## src/common/csm_pkg.sv

```systemverilog
// Package of constants and carrier types for the control source mode selector.
package csm_pkg;

	// ------------------------------------------------------------------
	// Register map (byte addresses, one aligned 32-bit word each)
	// ------------------------------------------------------------------
	localparam int unsigned ADDR_W = 6;                           // Byte address width.
	localparam logic [5:0] OFS_CTRL   = 6'h00;                    // Emergency start enable.
	localparam logic [5:0] OFS_REMOTE = 6'h04;                    // Remote mode settings.
	localparam logic [5:0] OFS_LOCAL1 = 6'h08;                    // First local mode settings.
	localparam logic [5:0] OFS_LOCAL2 = 6'h0C;                    // Second local mode settings.
	localparam logic [5:0] OFS_MFCFG  = 6'h10;                    // Multifunction functions.
	localparam logic [5:0] OFS_STATUS = 6'h14;                    // Live state, read only.

	// ------------------------------------------------------------------
	// Field positions of a per-mode settings word
	// ------------------------------------------------------------------
	localparam int unsigned MODE_W       = 11;                    // Width of a settings word.
	localparam int unsigned F_START_CYC  = 0;                     // Start permit, cyclic bus.
	localparam int unsigned F_STOP_CYC   = 1;                     // Stop permit, cyclic bus.
	localparam int unsigned F_START_ACYC = 2;                     // Start permit, acyclic bus.
	localparam int unsigned F_STOP_ACYC  = 3;                     // Stop permit, acyclic bus.
	localparam int unsigned F_START_PAN  = 4;                     // Start permit, panel.
	localparam int unsigned F_STOP_PAN   = 5;                     // Stop permit, panel.
	localparam int unsigned F_START_DI   = 6;                     // Start permit, digital inputs.
	localparam int unsigned F_STOP_DI    = 7;                     // Stop permit, digital inputs.
	localparam int unsigned F_HOLD       = 8;                     // Hold-to-run select.
	localparam int unsigned F_START_FLIP = 9;                     // Start input polarity flip.
	localparam int unsigned F_STOP_FLIP  = 10;                    // Stop input polarity flip.

	// Reset values of the settings words.
	localparam logic [10:0] RST_REMOTE = 11'h0AB;
	localparam logic [10:0] RST_LOCAL  = 11'h0F2;
	localparam logic        RST_EMERG  = 1'b0;
	localparam logic [8:0]  RST_MFCFG  = 9'h000;

	// Remote request bit inside byte 0 of the cyclic command telegram.
	localparam int unsigned REMOTE_BIT = 5;

	// ------------------------------------------------------------------
	// Enumerations
	// ------------------------------------------------------------------
	typedef enum logic [2:0] {
		CSM_MODE_REMOTE = 3'b001,
		CSM_MODE_LOCAL1 = 3'b010,
		CSM_MODE_LOCAL2 = 3'b100
	} csm_mode_t;

	// Function codes of a multifunction input, three bits per input.
	typedef enum logic [2:0] {
		CSM_MF_NONE  = 3'h0,
		CSM_MF_FORCE = 3'h1,
		CSM_MF_TEST  = 3'h2,
		CSM_MF_STOP  = 3'h3,
		CSM_MF_EMERG = 3'h4,
		CSM_MF_FAULT = 3'h5
	} csm_mf_t;

	// ------------------------------------------------------------------
	// Carriers
	// ------------------------------------------------------------------
	typedef struct packed {
		logic              read;
		logic              write;
		logic [ADDR_W-1:0] address;
		logic [31:0]       writedata;
	} csm_avs_req_t;

	typedef struct packed {
		logic       bus_fault;
		logic [7:0] cyc_byte0;
		logic       cyc_start;
		logic       cyc_stop;
		logic       acyc_start;
		logic       acyc_stop;
		logic       pan_start;
		logic       pan_stop;
		logic       thermal_reset_command;
	} csm_cmd_t;

endpackage

```

## src/hw/csm_mode_select.sv

```systemverilog
// Control source mode selector with command gating, start modes and emergency start.
`timescale 1ns/100ps

// Contract
// - Mode chosen from fault, override, remote request.
// - Bus fault forces first local mode.
// - Override selects second local mode otherwise.
// - Remote request picks remote, else first local.
// - Exactly one mode is always active.
// - Override comes from configured multifunction input.
// - Per mode, per source start/stop permits.
// - Starts are edge triggered; release keeps running.
// - Hold-to-run stops when start input drops.
// - Per mode hold select and polarity flips.
// - Stop input blocks every start.
// - Test position input selects simulation.
// - Emergency start needs enable; resets off.
// - Emergency input rise resets thermal memory.
// - Emergency input high masks input faults.
// - Bus command rise resets thermal memory.
// - Bus command high masks input faults.
module csm_mode_select (
	// Clock and reset.
	input  wire logic                  ref_clk,
	input  wire logic                  rst,
	// Avalon-MM slave.
	input  wire csm_pkg::csm_avs_req_t avs_req,
	output logic [31:0]                avs_readdata,
	output logic                       avs_waitrequest,
	// Commands from bus, panel and fieldbus logic on this clock.
	input  wire csm_pkg::csm_cmd_t     cmd,
	// Pins, asynchronous to the clock.
	input  wire logic [2:0]            multifunction_inputs,
	input  wire logic                  local_forward_start_input,
	input  wire logic                  local_stop_input,
	// Results.
	output csm_pkg::csm_mode_t         mode,
	output logic                       motor_run,
	output logic                       start_accepted,
	output logic                       simulation,
	output logic                       thermal_reset,
	output logic                       fault_ignore,
	output logic [2:0]                 input_fault
);

	// ------------------------------------------------------------------
	// State
	// ------------------------------------------------------------------
	typedef struct packed {
		logic [4:0]                         pin_meta;   // First synchroniser stage.
		logic [4:0]                         pin_sync;   // Second synchroniser stage.
		logic [4:0]                         pin_prev;   // Synchronised pins, one cycle older.
		csm_pkg::csm_cmd_t                  cmd_r;      // Registered commands.
		csm_pkg::csm_cmd_t                  cmd_prev;   // Commands, one cycle older.
		logic                               emerg_en;   // Emergency start enable.
		logic [csm_pkg::MODE_W-1:0]         cfg_rem;    // Remote mode settings.
		logic [csm_pkg::MODE_W-1:0]         cfg_l1;     // First local mode settings.
		logic [csm_pkg::MODE_W-1:0]         cfg_l2;     // Second local mode settings.
		logic [8:0]                         mf_cfg;     // Function of each multifunction input.
		csm_pkg::csm_mode_t                 mode;       // Active mode.
		logic                               run;        // Motor runs.
		logic                               hold_run;   // Run was started in hold-to-run.
		logic                               accepted;   // One-cycle start acceptance.
		logic                               sim;        // Simulation operation.
		logic                               th_reset;   // One-cycle thermal memory reset.
		logic                               f_ign;      // Input faults are masked.
		logic [2:0]                         fault;      // Per input fault.
		logic [31:0]                        rdata;      // Bus read data.
		logic                               waitreq;    // Bus wait request.
	} csm_state_t;

	csm_state_t s_q;  // Registered state.
	csm_state_t s_d;  // Next state.

	// Keeping every flop in one struct keeps reset and registering in a single
	// place, at the cost of resetting a few fields that would not need it.

	// ------------------------------------------------------------------
	// Helpers
	// ------------------------------------------------------------------
	// OR of all multifunction inputs that carry a given function.
	// Several inputs may share one function; they are merged, so only the
	// fault flags below still tell which input raised them.
	function automatic logic csm_mf_any(input logic [8:0] cfg, input logic [2:0] lvl,
		input csm_pkg::csm_mf_t code);
		logic hit;
		hit = 1'b0;
		for (int i = 0; i < 3; i++) begin
			if (cfg[i*3 +: 3] == code && lvl[i]) begin
				hit = 1'b1;
			end
		end
		return hit;
	endfunction

	// Rising edge of a level that is held in two consecutive registers.
	function automatic logic csm_rise(input logic now_v, input logic old_v);
		return now_v & ~old_v;
	endfunction

	// ------------------------------------------------------------------
	// Next-state logic
	// ------------------------------------------------------------------
	// Mode and run logic read registered copies of cmd and the pins only, so a mode
	// change applies two cycles after a command moved.
	always_comb begin
		logic [csm_pkg::MODE_W-1:0] cfg;
		logic [2:0]                 mf;
		logic [2:0]                 mf_old;
		logic                       di_start;
		logic                       di_start_old;
		logic                       di_stop;
		logic                       force_loc;
		logic                       stop_dom;
		logic                       emerg_lvl;
		logic                       emerg_edge;
		logic                       start_req;
		logic                       di_start_req;
		logic                       stop_req;
		logic                       hold;
		logic [31:0]                rd;

		cfg          = '0;
		mf           = s_q.pin_sync[2:0];
		mf_old       = s_q.pin_prev[2:0];
		di_start     = 1'b0;
		di_start_old = 1'b0;
		di_stop      = 1'b0;
		force_loc    = 1'b0;
		stop_dom     = 1'b0;
		emerg_lvl    = 1'b0;
		emerg_edge   = 1'b0;
		start_req    = 1'b0;
		di_start_req = 1'b0;
		stop_req     = 1'b0;
		hold         = 1'b0;
		rd           = '0;
		s_d          = s_q;

		// Two-stage synchroniser for the pins; only stage two is looked at.
		// Edge detectors compare stage two with its older copy, so a metastable
		// first stage can never reach a decision.
		s_d.pin_meta = {local_stop_input, local_forward_start_input, multifunction_inputs};
		s_d.pin_sync = s_q.pin_meta;
		s_d.pin_prev = s_q.pin_sync;
		s_d.cmd_r    = cmd;
		s_d.cmd_prev = s_q.cmd_r;

		// Override derived from whichever input carries that function.
		force_loc = csm_mf_any(s_q.mf_cfg, mf, csm_pkg::CSM_MF_FORCE);

		// Priority chain: fault, then override, then remote request.
		// Exactly one code is ever written, so the mode is always one-hot.
		if (s_q.cmd_r.bus_fault) begin
			s_d.mode = csm_pkg::CSM_MODE_LOCAL1;
		end else if (force_loc) begin
			s_d.mode = csm_pkg::CSM_MODE_LOCAL2;
		end else if (s_q.cmd_r.cyc_byte0[csm_pkg::REMOTE_BIT]) begin
			s_d.mode = csm_pkg::CSM_MODE_REMOTE;
		end else begin
			s_d.mode = csm_pkg::CSM_MODE_LOCAL1;
		end

		// Settings of the mode that is active now.
		unique case (s_q.mode)
			csm_pkg::CSM_MODE_REMOTE: begin
				cfg = s_q.cfg_rem;
			end
			csm_pkg::CSM_MODE_LOCAL1: begin
				cfg = s_q.cfg_l1;
			end
			csm_pkg::CSM_MODE_LOCAL2: begin
				cfg = s_q.cfg_l2;
			end
		endcase
		hold = cfg[csm_pkg::F_HOLD];

		// Local push buttons after their polarity flips.
		di_start     = s_q.pin_sync[3] ^ cfg[csm_pkg::F_START_FLIP];
		di_start_old = s_q.pin_prev[3] ^ cfg[csm_pkg::F_START_FLIP];
		di_stop      = s_q.pin_sync[4] ^ cfg[csm_pkg::F_STOP_FLIP];

		// Stop inputs dominate over every start source.
		stop_dom = csm_mf_any(s_q.mf_cfg, mf, csm_pkg::CSM_MF_STOP);

		// Test position switches to simulation while active.
		s_d.sim = csm_mf_any(s_q.mf_cfg, mf, csm_pkg::CSM_MF_TEST);

		// Starts react to a change to the active level, so a source may drop
		// its start again once accepted without stopping the motor.
		if (csm_rise(s_q.cmd_r.cyc_start, s_q.cmd_prev.cyc_start) &&
			cfg[csm_pkg::F_START_CYC]) begin
			start_req = 1'b1;
		end
		if (csm_rise(s_q.cmd_r.acyc_start, s_q.cmd_prev.acyc_start) &&
			cfg[csm_pkg::F_START_ACYC]) begin
			start_req = 1'b1;
		end
		if (csm_rise(s_q.cmd_r.pan_start, s_q.cmd_prev.pan_start) &&
			cfg[csm_pkg::F_START_PAN]) begin
			start_req = 1'b1;
		end
		if (csm_rise(di_start, di_start_old) && cfg[csm_pkg::F_START_DI]) begin
			di_start_req = 1'b1;
		end

		// Stops act as levels; a held stop keeps the motor off.
		stop_req = (s_q.cmd_r.cyc_stop && cfg[csm_pkg::F_STOP_CYC]) ||
			(s_q.cmd_r.acyc_stop && cfg[csm_pkg::F_STOP_ACYC]) ||
			(s_q.cmd_r.pan_stop && cfg[csm_pkg::F_STOP_PAN]) ||
			(di_stop && cfg[csm_pkg::F_STOP_DI]) || stop_dom;

		// Run latch: stop wins over start in the same cycle.
		// A bus or panel start during a hold-to-run start clears the hold flag,
		// so the motor then keeps running after the pin is released.
		s_d.accepted = 1'b0;
		if (stop_req) begin
			s_d.run      = 1'b0;
			s_d.hold_run = 1'b0;
		end else if (s_q.hold_run && !(di_start && hold)) begin
			s_d.run      = 1'b0;
			s_d.hold_run = 1'b0;
		end else if (start_req || di_start_req) begin
			s_d.run      = 1'b1;
			s_d.accepted = 1'b1;
			s_d.hold_run = di_start_req && hold && !start_req;
		end

		// Emergency start: both the input and the bus command need the enable.
		emerg_lvl  = csm_mf_any(s_q.mf_cfg, mf, csm_pkg::CSM_MF_EMERG);
		emerg_edge = emerg_lvl && !csm_mf_any(s_q.mf_cfg, mf_old, csm_pkg::CSM_MF_EMERG);
		s_d.th_reset = s_q.emerg_en && (emerg_edge ||
			csm_rise(s_q.cmd_r.thermal_reset_command,
				s_q.cmd_prev.thermal_reset_command));
		s_d.f_ign = s_q.emerg_en &&
			(emerg_lvl ||
			s_q.cmd_r.thermal_reset_command);

		// The mask follows the levels, so faults stay hidden for as long as either
		// emergency source is held, not only in the cycle of its edge.
		// Fault inputs raise their own flag unless masked.
		for (int i = 0; i < 3; i++) begin
			s_d.fault[i] = mf[i] && !s_d.f_ign &&
				(s_q.mf_cfg[i*3 +: 3] == csm_pkg::CSM_MF_FAULT);
		end

		// Readback value of the addressed word; unmapped words read zero.
		unique case (avs_req.address)
			csm_pkg::OFS_CTRL: begin
				rd = {31'h0000_0000, s_q.emerg_en};
			end
			csm_pkg::OFS_REMOTE: begin
				rd = {21'h00_0000, s_q.cfg_rem};
			end
			csm_pkg::OFS_LOCAL1: begin
				rd = {21'h00_0000, s_q.cfg_l1};
			end
			csm_pkg::OFS_LOCAL2: begin
				rd = {21'h00_0000, s_q.cfg_l2};
			end
			csm_pkg::OFS_MFCFG: begin
				rd = {23'h00_0000, s_q.mf_cfg};
			end
			csm_pkg::OFS_STATUS: begin
				// Pins, mode, run state and fault flags in the low fifteen bits.
				rd = {17'h0_0000, s_q.fault, s_q.f_ign, s_q.sim, s_q.hold_run,
					s_q.run, s_q.mode, s_q.pin_sync};
			end
			default: begin
				rd = 32'h0000_0000;
			end
		endcase

		// Bus slave: a request is answered one cycle after it is seen; a write
		// lands on the edge where the master samples waitrequest low.
		if (!s_q.waitreq) begin
			s_d.waitreq = 1'b1;
			if (avs_req.write) begin
				unique case (avs_req.address)
					csm_pkg::OFS_CTRL: begin
						s_d.emerg_en = avs_req.writedata[0];
					end
					csm_pkg::OFS_REMOTE: begin
						s_d.cfg_rem = avs_req.writedata[csm_pkg::MODE_W-1:0];
					end
					csm_pkg::OFS_LOCAL1: begin
						s_d.cfg_l1 = avs_req.writedata[csm_pkg::MODE_W-1:0];
					end
					csm_pkg::OFS_LOCAL2: begin
						s_d.cfg_l2 = avs_req.writedata[csm_pkg::MODE_W-1:0];
					end
					csm_pkg::OFS_MFCFG: begin
						s_d.mf_cfg = avs_req.writedata[8:0];
					end
					// Unmapped words and the read-only status word are answered
					// like any other, but nothing changes.
					default: begin
						s_d.waitreq = 1'b1;
					end
				endcase
			end
		end else if (avs_req.read || avs_req.write) begin
			s_d.waitreq = 1'b0;
			s_d.rdata   = rd;
		end
	end

	// ------------------------------------------------------------------
	// State register
	// ------------------------------------------------------------------
	// Synchronous reset; the emergency enable comes up off.
	always_ff @(posedge ref_clk) begin
		if (rst) begin
			s_q          <= '0;
			s_q.emerg_en <= csm_pkg::RST_EMERG;
			s_q.cfg_rem  <= csm_pkg::RST_REMOTE;
			s_q.cfg_l1   <= csm_pkg::RST_LOCAL;
			s_q.cfg_l2   <= csm_pkg::RST_LOCAL;
			s_q.mf_cfg   <= csm_pkg::RST_MFCFG;
			s_q.mode     <= csm_pkg::CSM_MODE_LOCAL1;
			s_q.waitreq  <= 1'b1;
		end else begin
			s_q <= s_d;
		end
	end

	// ------------------------------------------------------------------
	// Outputs, all straight from the state register
	// ------------------------------------------------------------------
	// No logic sits after the register, so consumers see clean levels and
	// pulses that start and end exactly on a clock edge.
	assign avs_readdata    = s_q.rdata;
	assign avs_waitrequest = s_q.waitreq;
	assign mode            = s_q.mode;
	assign motor_run       = s_q.run;
	assign start_accepted  = s_q.accepted;
	assign simulation      = s_q.sim;
	assign thermal_reset   = s_q.th_reset;
	assign fault_ignore    = s_q.f_ign;
	assign input_fault     = s_q.fault;

endmodule
```

## config.mk

```make
export PLATFORM = sky130hd
export DESIGN_NAME = csm_mode_select
export DESIGN_NICKNAME = d
export VERILOG_FILES = /design/src/common/csm_pkg.sv /design/src/hw/csm_mode_select.sv
export SDC_FILE = /design/constraint.sdc
export NUM_CORES = 1
export LEC_CHECK = 0
export ABC_AREA = 1
export BUFFER_PORTS_ARGS = -buffer_cell sky130_fd_sc_hd__buf_2
export CORE_ASPECT_RATIO = 1.25
export CORE_UTILIZATION = 48
export DETAILED_ROUTE_END_ITERATION = 12
export PLACE_DENSITY = 0.84
export SYNTH_ARGS = -nofsm -noshare
export SYNTH_HDL_FRONTEND = slang
export SYNTH_SLANG_ARGS = --single-unit
```

## constraint.sdc

```tcl
create_clock -name ref_clk -period 1.2 [get_ports ref_clk]
set_input_delay 0.12 -clock ref_clk [delete_from_list [all_inputs] [get_ports ref_clk]]
set_output_delay 0.12 -clock ref_clk [all_outputs]
set_load 0.05 [all_outputs]
```

==> summary.md <==
| Metric | Value |
|---|---|
| First-pass GRT wire length | 20360 um |
| Library cell with the highest instance count after synthesis | nand2_1 |
| CP Data Arrival Time | 1.73 ns |
| # Max-Cap Violations | 0 |
| Cell Pwr Density | roughly 1100 nW/um2 |
| Initial DRC count | 478 |
| Worst min path class | input pin to flip-flop |
| # rows | 39 |
| Cells after Synth | between 600 and 700 |
| Total GRT Usage | 28.03% |
| NumNets Final | 811 |
| WHS Path Cells | 3 |
| H-tree levels | 3 |
| Total power | 0.007144 W |
| Final hold violation count | 0 |
| Dpl hpwl | 9171 um |
| # fillers | 704 |
| Dominant cells by area after synthesis | dfxtp_1 (44%), nand2_1 (11%), nor2_1 (8.0%) |
| Vias in the first global route | 4153 |
| Share of the synthesized area in the top cell type | 43.65% |
| Failing checks | setup timing |
| WL/cell | 16.02 um |
| Clock power share | 40.9% |
| Reg2reg path depth | 10 |
| Total CTS buffers | 9 |
| Synth Flop Type | dfxtp_1 |
| Comb power frac | 12.1% |
| Dominant cell type by area after synthesis | dfxtp_1 |
| Placed insts | around 800 |
| Crit path time final | 1.449 ns |
| Latest clock arrival within the worst-skew pair | 0.35 ns |
| DRC Markers | 0 |
| Async S/R FF share, synth | 0% |
| Sequential power share | 47.0% |
| Crit path max fanout | 5 |
| Required @ worst endpoint | around 1.5 ns |
| CTS Buffer Depth | 2 |
| Largest net degree at the start of global routing | 42 |
| Overflow after GRT | 0 |
| P_sw | 0.001907 W |
| Die Span Y | ~110 um |
| Initial antenna violation count | 0 |
| DIE AREA | a little under 10000 um2 |
| I/O Pins | 107 |
| Commonest cells in the netlist | nand2_1 (131), dfxtp_1 (98), nor2_1 (96), inv_1 (60), nand3_1 (54) |
| Startpoint types | flip-flop |
| CTS tree | done |
| Routability Congestion | 0.9729 |
| RSZ-0062 raised after global routing | yes |
| Avg Synthesized Cell Area | 7.145 um2 |
| Port bufs | 61 |
| Sw Share | 26.69% |
| Setup_tns | -4.941 ns |
| Vias | 4641 |
| Chip Width | between 80 and 90 um |
| Yosys warns | 0 |
| Peak VDD IR | 760.8 uV |
| LEAKAGE | 2.845 nW |
| Ant diodes | 0 |
| Routed vias/inst | 5.298 |
| Post-synth EDFFs | 0 |
| Critical path class | flip-flop to flip-flop |
| Share of layout cells above drive strength 1 | 36.79% |
| CTS root buffer | clkbuf_16 |
| Fmax | roughly 690 MHz |
| CP Capture Type | flip-flop |
| Final Slew Violations | 0 |
| Detailed Route WL | 14040 um |
| P_int | 0.005237 W |
| Placeable Area | 9125 um2 |
| Synthesized area | about 4500 um2 |
| Synthesis-to-finish area growth | 39.03% |
| Clock Skews | 0.009896 ns |
| Status | complete, but fails checks |
| Post-route ant nets | 0 |
| Final Util | 68.48% |
| Slack of the critical path | -0.2489 ns |
| Register area share after synthesis | 43.65% |
| Tcrit/Tclk final | 120.7% |
| Initial core utilization | 49.25% |
| # setup viols final | 49 |
| Seq cells post-synth | 98 |
| Clock sink count | 98 |
| First-pass DRT Iterations | 5 |
| Cell variety after synth | 32 |
| Clock slew seen by the registers of the worst setup and hold paths | 0.07 ns |
| Fin cells | ~880 |
| Pre-CTS setup slack | -0.2762 ns |
-- per-stage QoR --
stage               instance area (um2)  hold slack, ns
finish                             6248         0.07460
global route                       6248         0.07388
CTS                                5779         0.04033
detailed placement                 5067          0.3291
global placement                   5067          0.3190
floorplan                          4572          0.2270
-- repair_timing --
action / CTS / global route
pin swaps: 25 / 38
hold endpoints to repair: 14 / 0
resized for setup: 62 / 132
gates cloned: 4 / 1
endpoints found under the setup margin: 30 / 54
hold buffers: 14 / 0
setup buffers: 10 / 8
-- cell type report --
| type | count | area [um2] | share of cell area, % |
|---|---|---|---|
| clock buffers | 9 | 225.2 | 3.604 |
| clock inverters | 7 | 73.82 | 1.181 |
| inverters | 65 | 274.0 | 4.385 |
| multi-input cells | 422 | 2357 | 37.73 |
| flip-flops and latches | 98 | 1978 | 31.66 |
| well taps | 123 | 153.9 | 2.463 |
| repair buffers | 151 | 1179 | 18.86 |
| repair inverters | 1 | 7.507 | 0.1201 |
-- final timing paths --
| path | start | endpoint | slack [ns] |
|---|---|---|---|
| hold reg to reg | s_d[125]$_SDFF_PP0_ | s_d[120]$_SDFF_PP0_ | 0.40 |
| hold / removal | avs_req[9] | s_q[85]$_SDFFE_PP0P_ | 0.07 |
| setup / recovery | mode[0]$_SDFF_PP0_ | motor_run$_SDFFE_PP0P_ | -0.25 |
| setup reg to reg | mode[0]$_SDFF_PP0_ | motor_run$_SDFFE_PP0P_ | -0.25 |
-- worst max-delay path, stage by stage, from the launching register on --
cell and delay, ns:
dfxtp_4 0.37, nor2_4 0.23, buf_4 0.17, nand3_1 0.06, nand2_1 0.07, inv_1 0.04
a21oi_2 0.19, nor2_4 0.07, nand2_1 0.06, nor2_1 0.04, nor2_1 0.09
-- power by group through the flow --
stage	sequential (W)	clock [W]	combinational [W]
floorplan	0.00345	0	0.000509
global placement	0.00343	0	0.000670
detailed placement	0.00343	0	0.000685
CTS	0.00336	0.00293	0.000776
global route	0.00336	0.00310	0.000927
finish	0.00336	0.00292	0.000866
-- cell families (layout without fill, tap and decap cells) --
family	Yosys count	in the layout	share of synthesized area (%)
and+or+nand+nor	323	325	32.13
buffers and inverters	127	233	14.62
DFF	98	98	43.65
AOI/OAI and AO/OA	80	80	9.521
other	1	17	0.08344
-- layout by cell type, fill, tap and decap left out, drive strengths merged --
cell	synthesis	routed
buf	49	137
nand2	134	136
nor2	104	104
dfxtp	98	98
inv	63	67
nand3	62	62
o21ai	38	38
a21oi	32	32
conb	1	17
nand4	14	14
dlygate4sd3	0	14
clkbuf	13	9
a22oi	6	6
nor3	6	6
clkinv	2	3
a31oi	2	2
clkinvlp	0	2
a21boi	1	1
and3	1	1
nor3b	1	1
or2	1	1
a41oi	1	1
bufinv	0	1
-- state kept, by name (all words and copies together), names as in the netlist --
name and flops:
start_accepted 1, mode 3, fault_ignore 1, input_fault 3
s_q 52, s_d 19, simulation 1, avs_waitrequest 1
motor_run 1, avs_readdata 15, thermal_reset 1
-- metal layers --
metal	GRT usage (%)	up-vias	share of wire, %
met4	12.56	0	4.2
met3	5.808	53	7.8
li1	-	2196	-
met1	32.51	2142	38
met5	0	-	0
met2	49.23	250	50
Power figures use the tool's default switching activity.
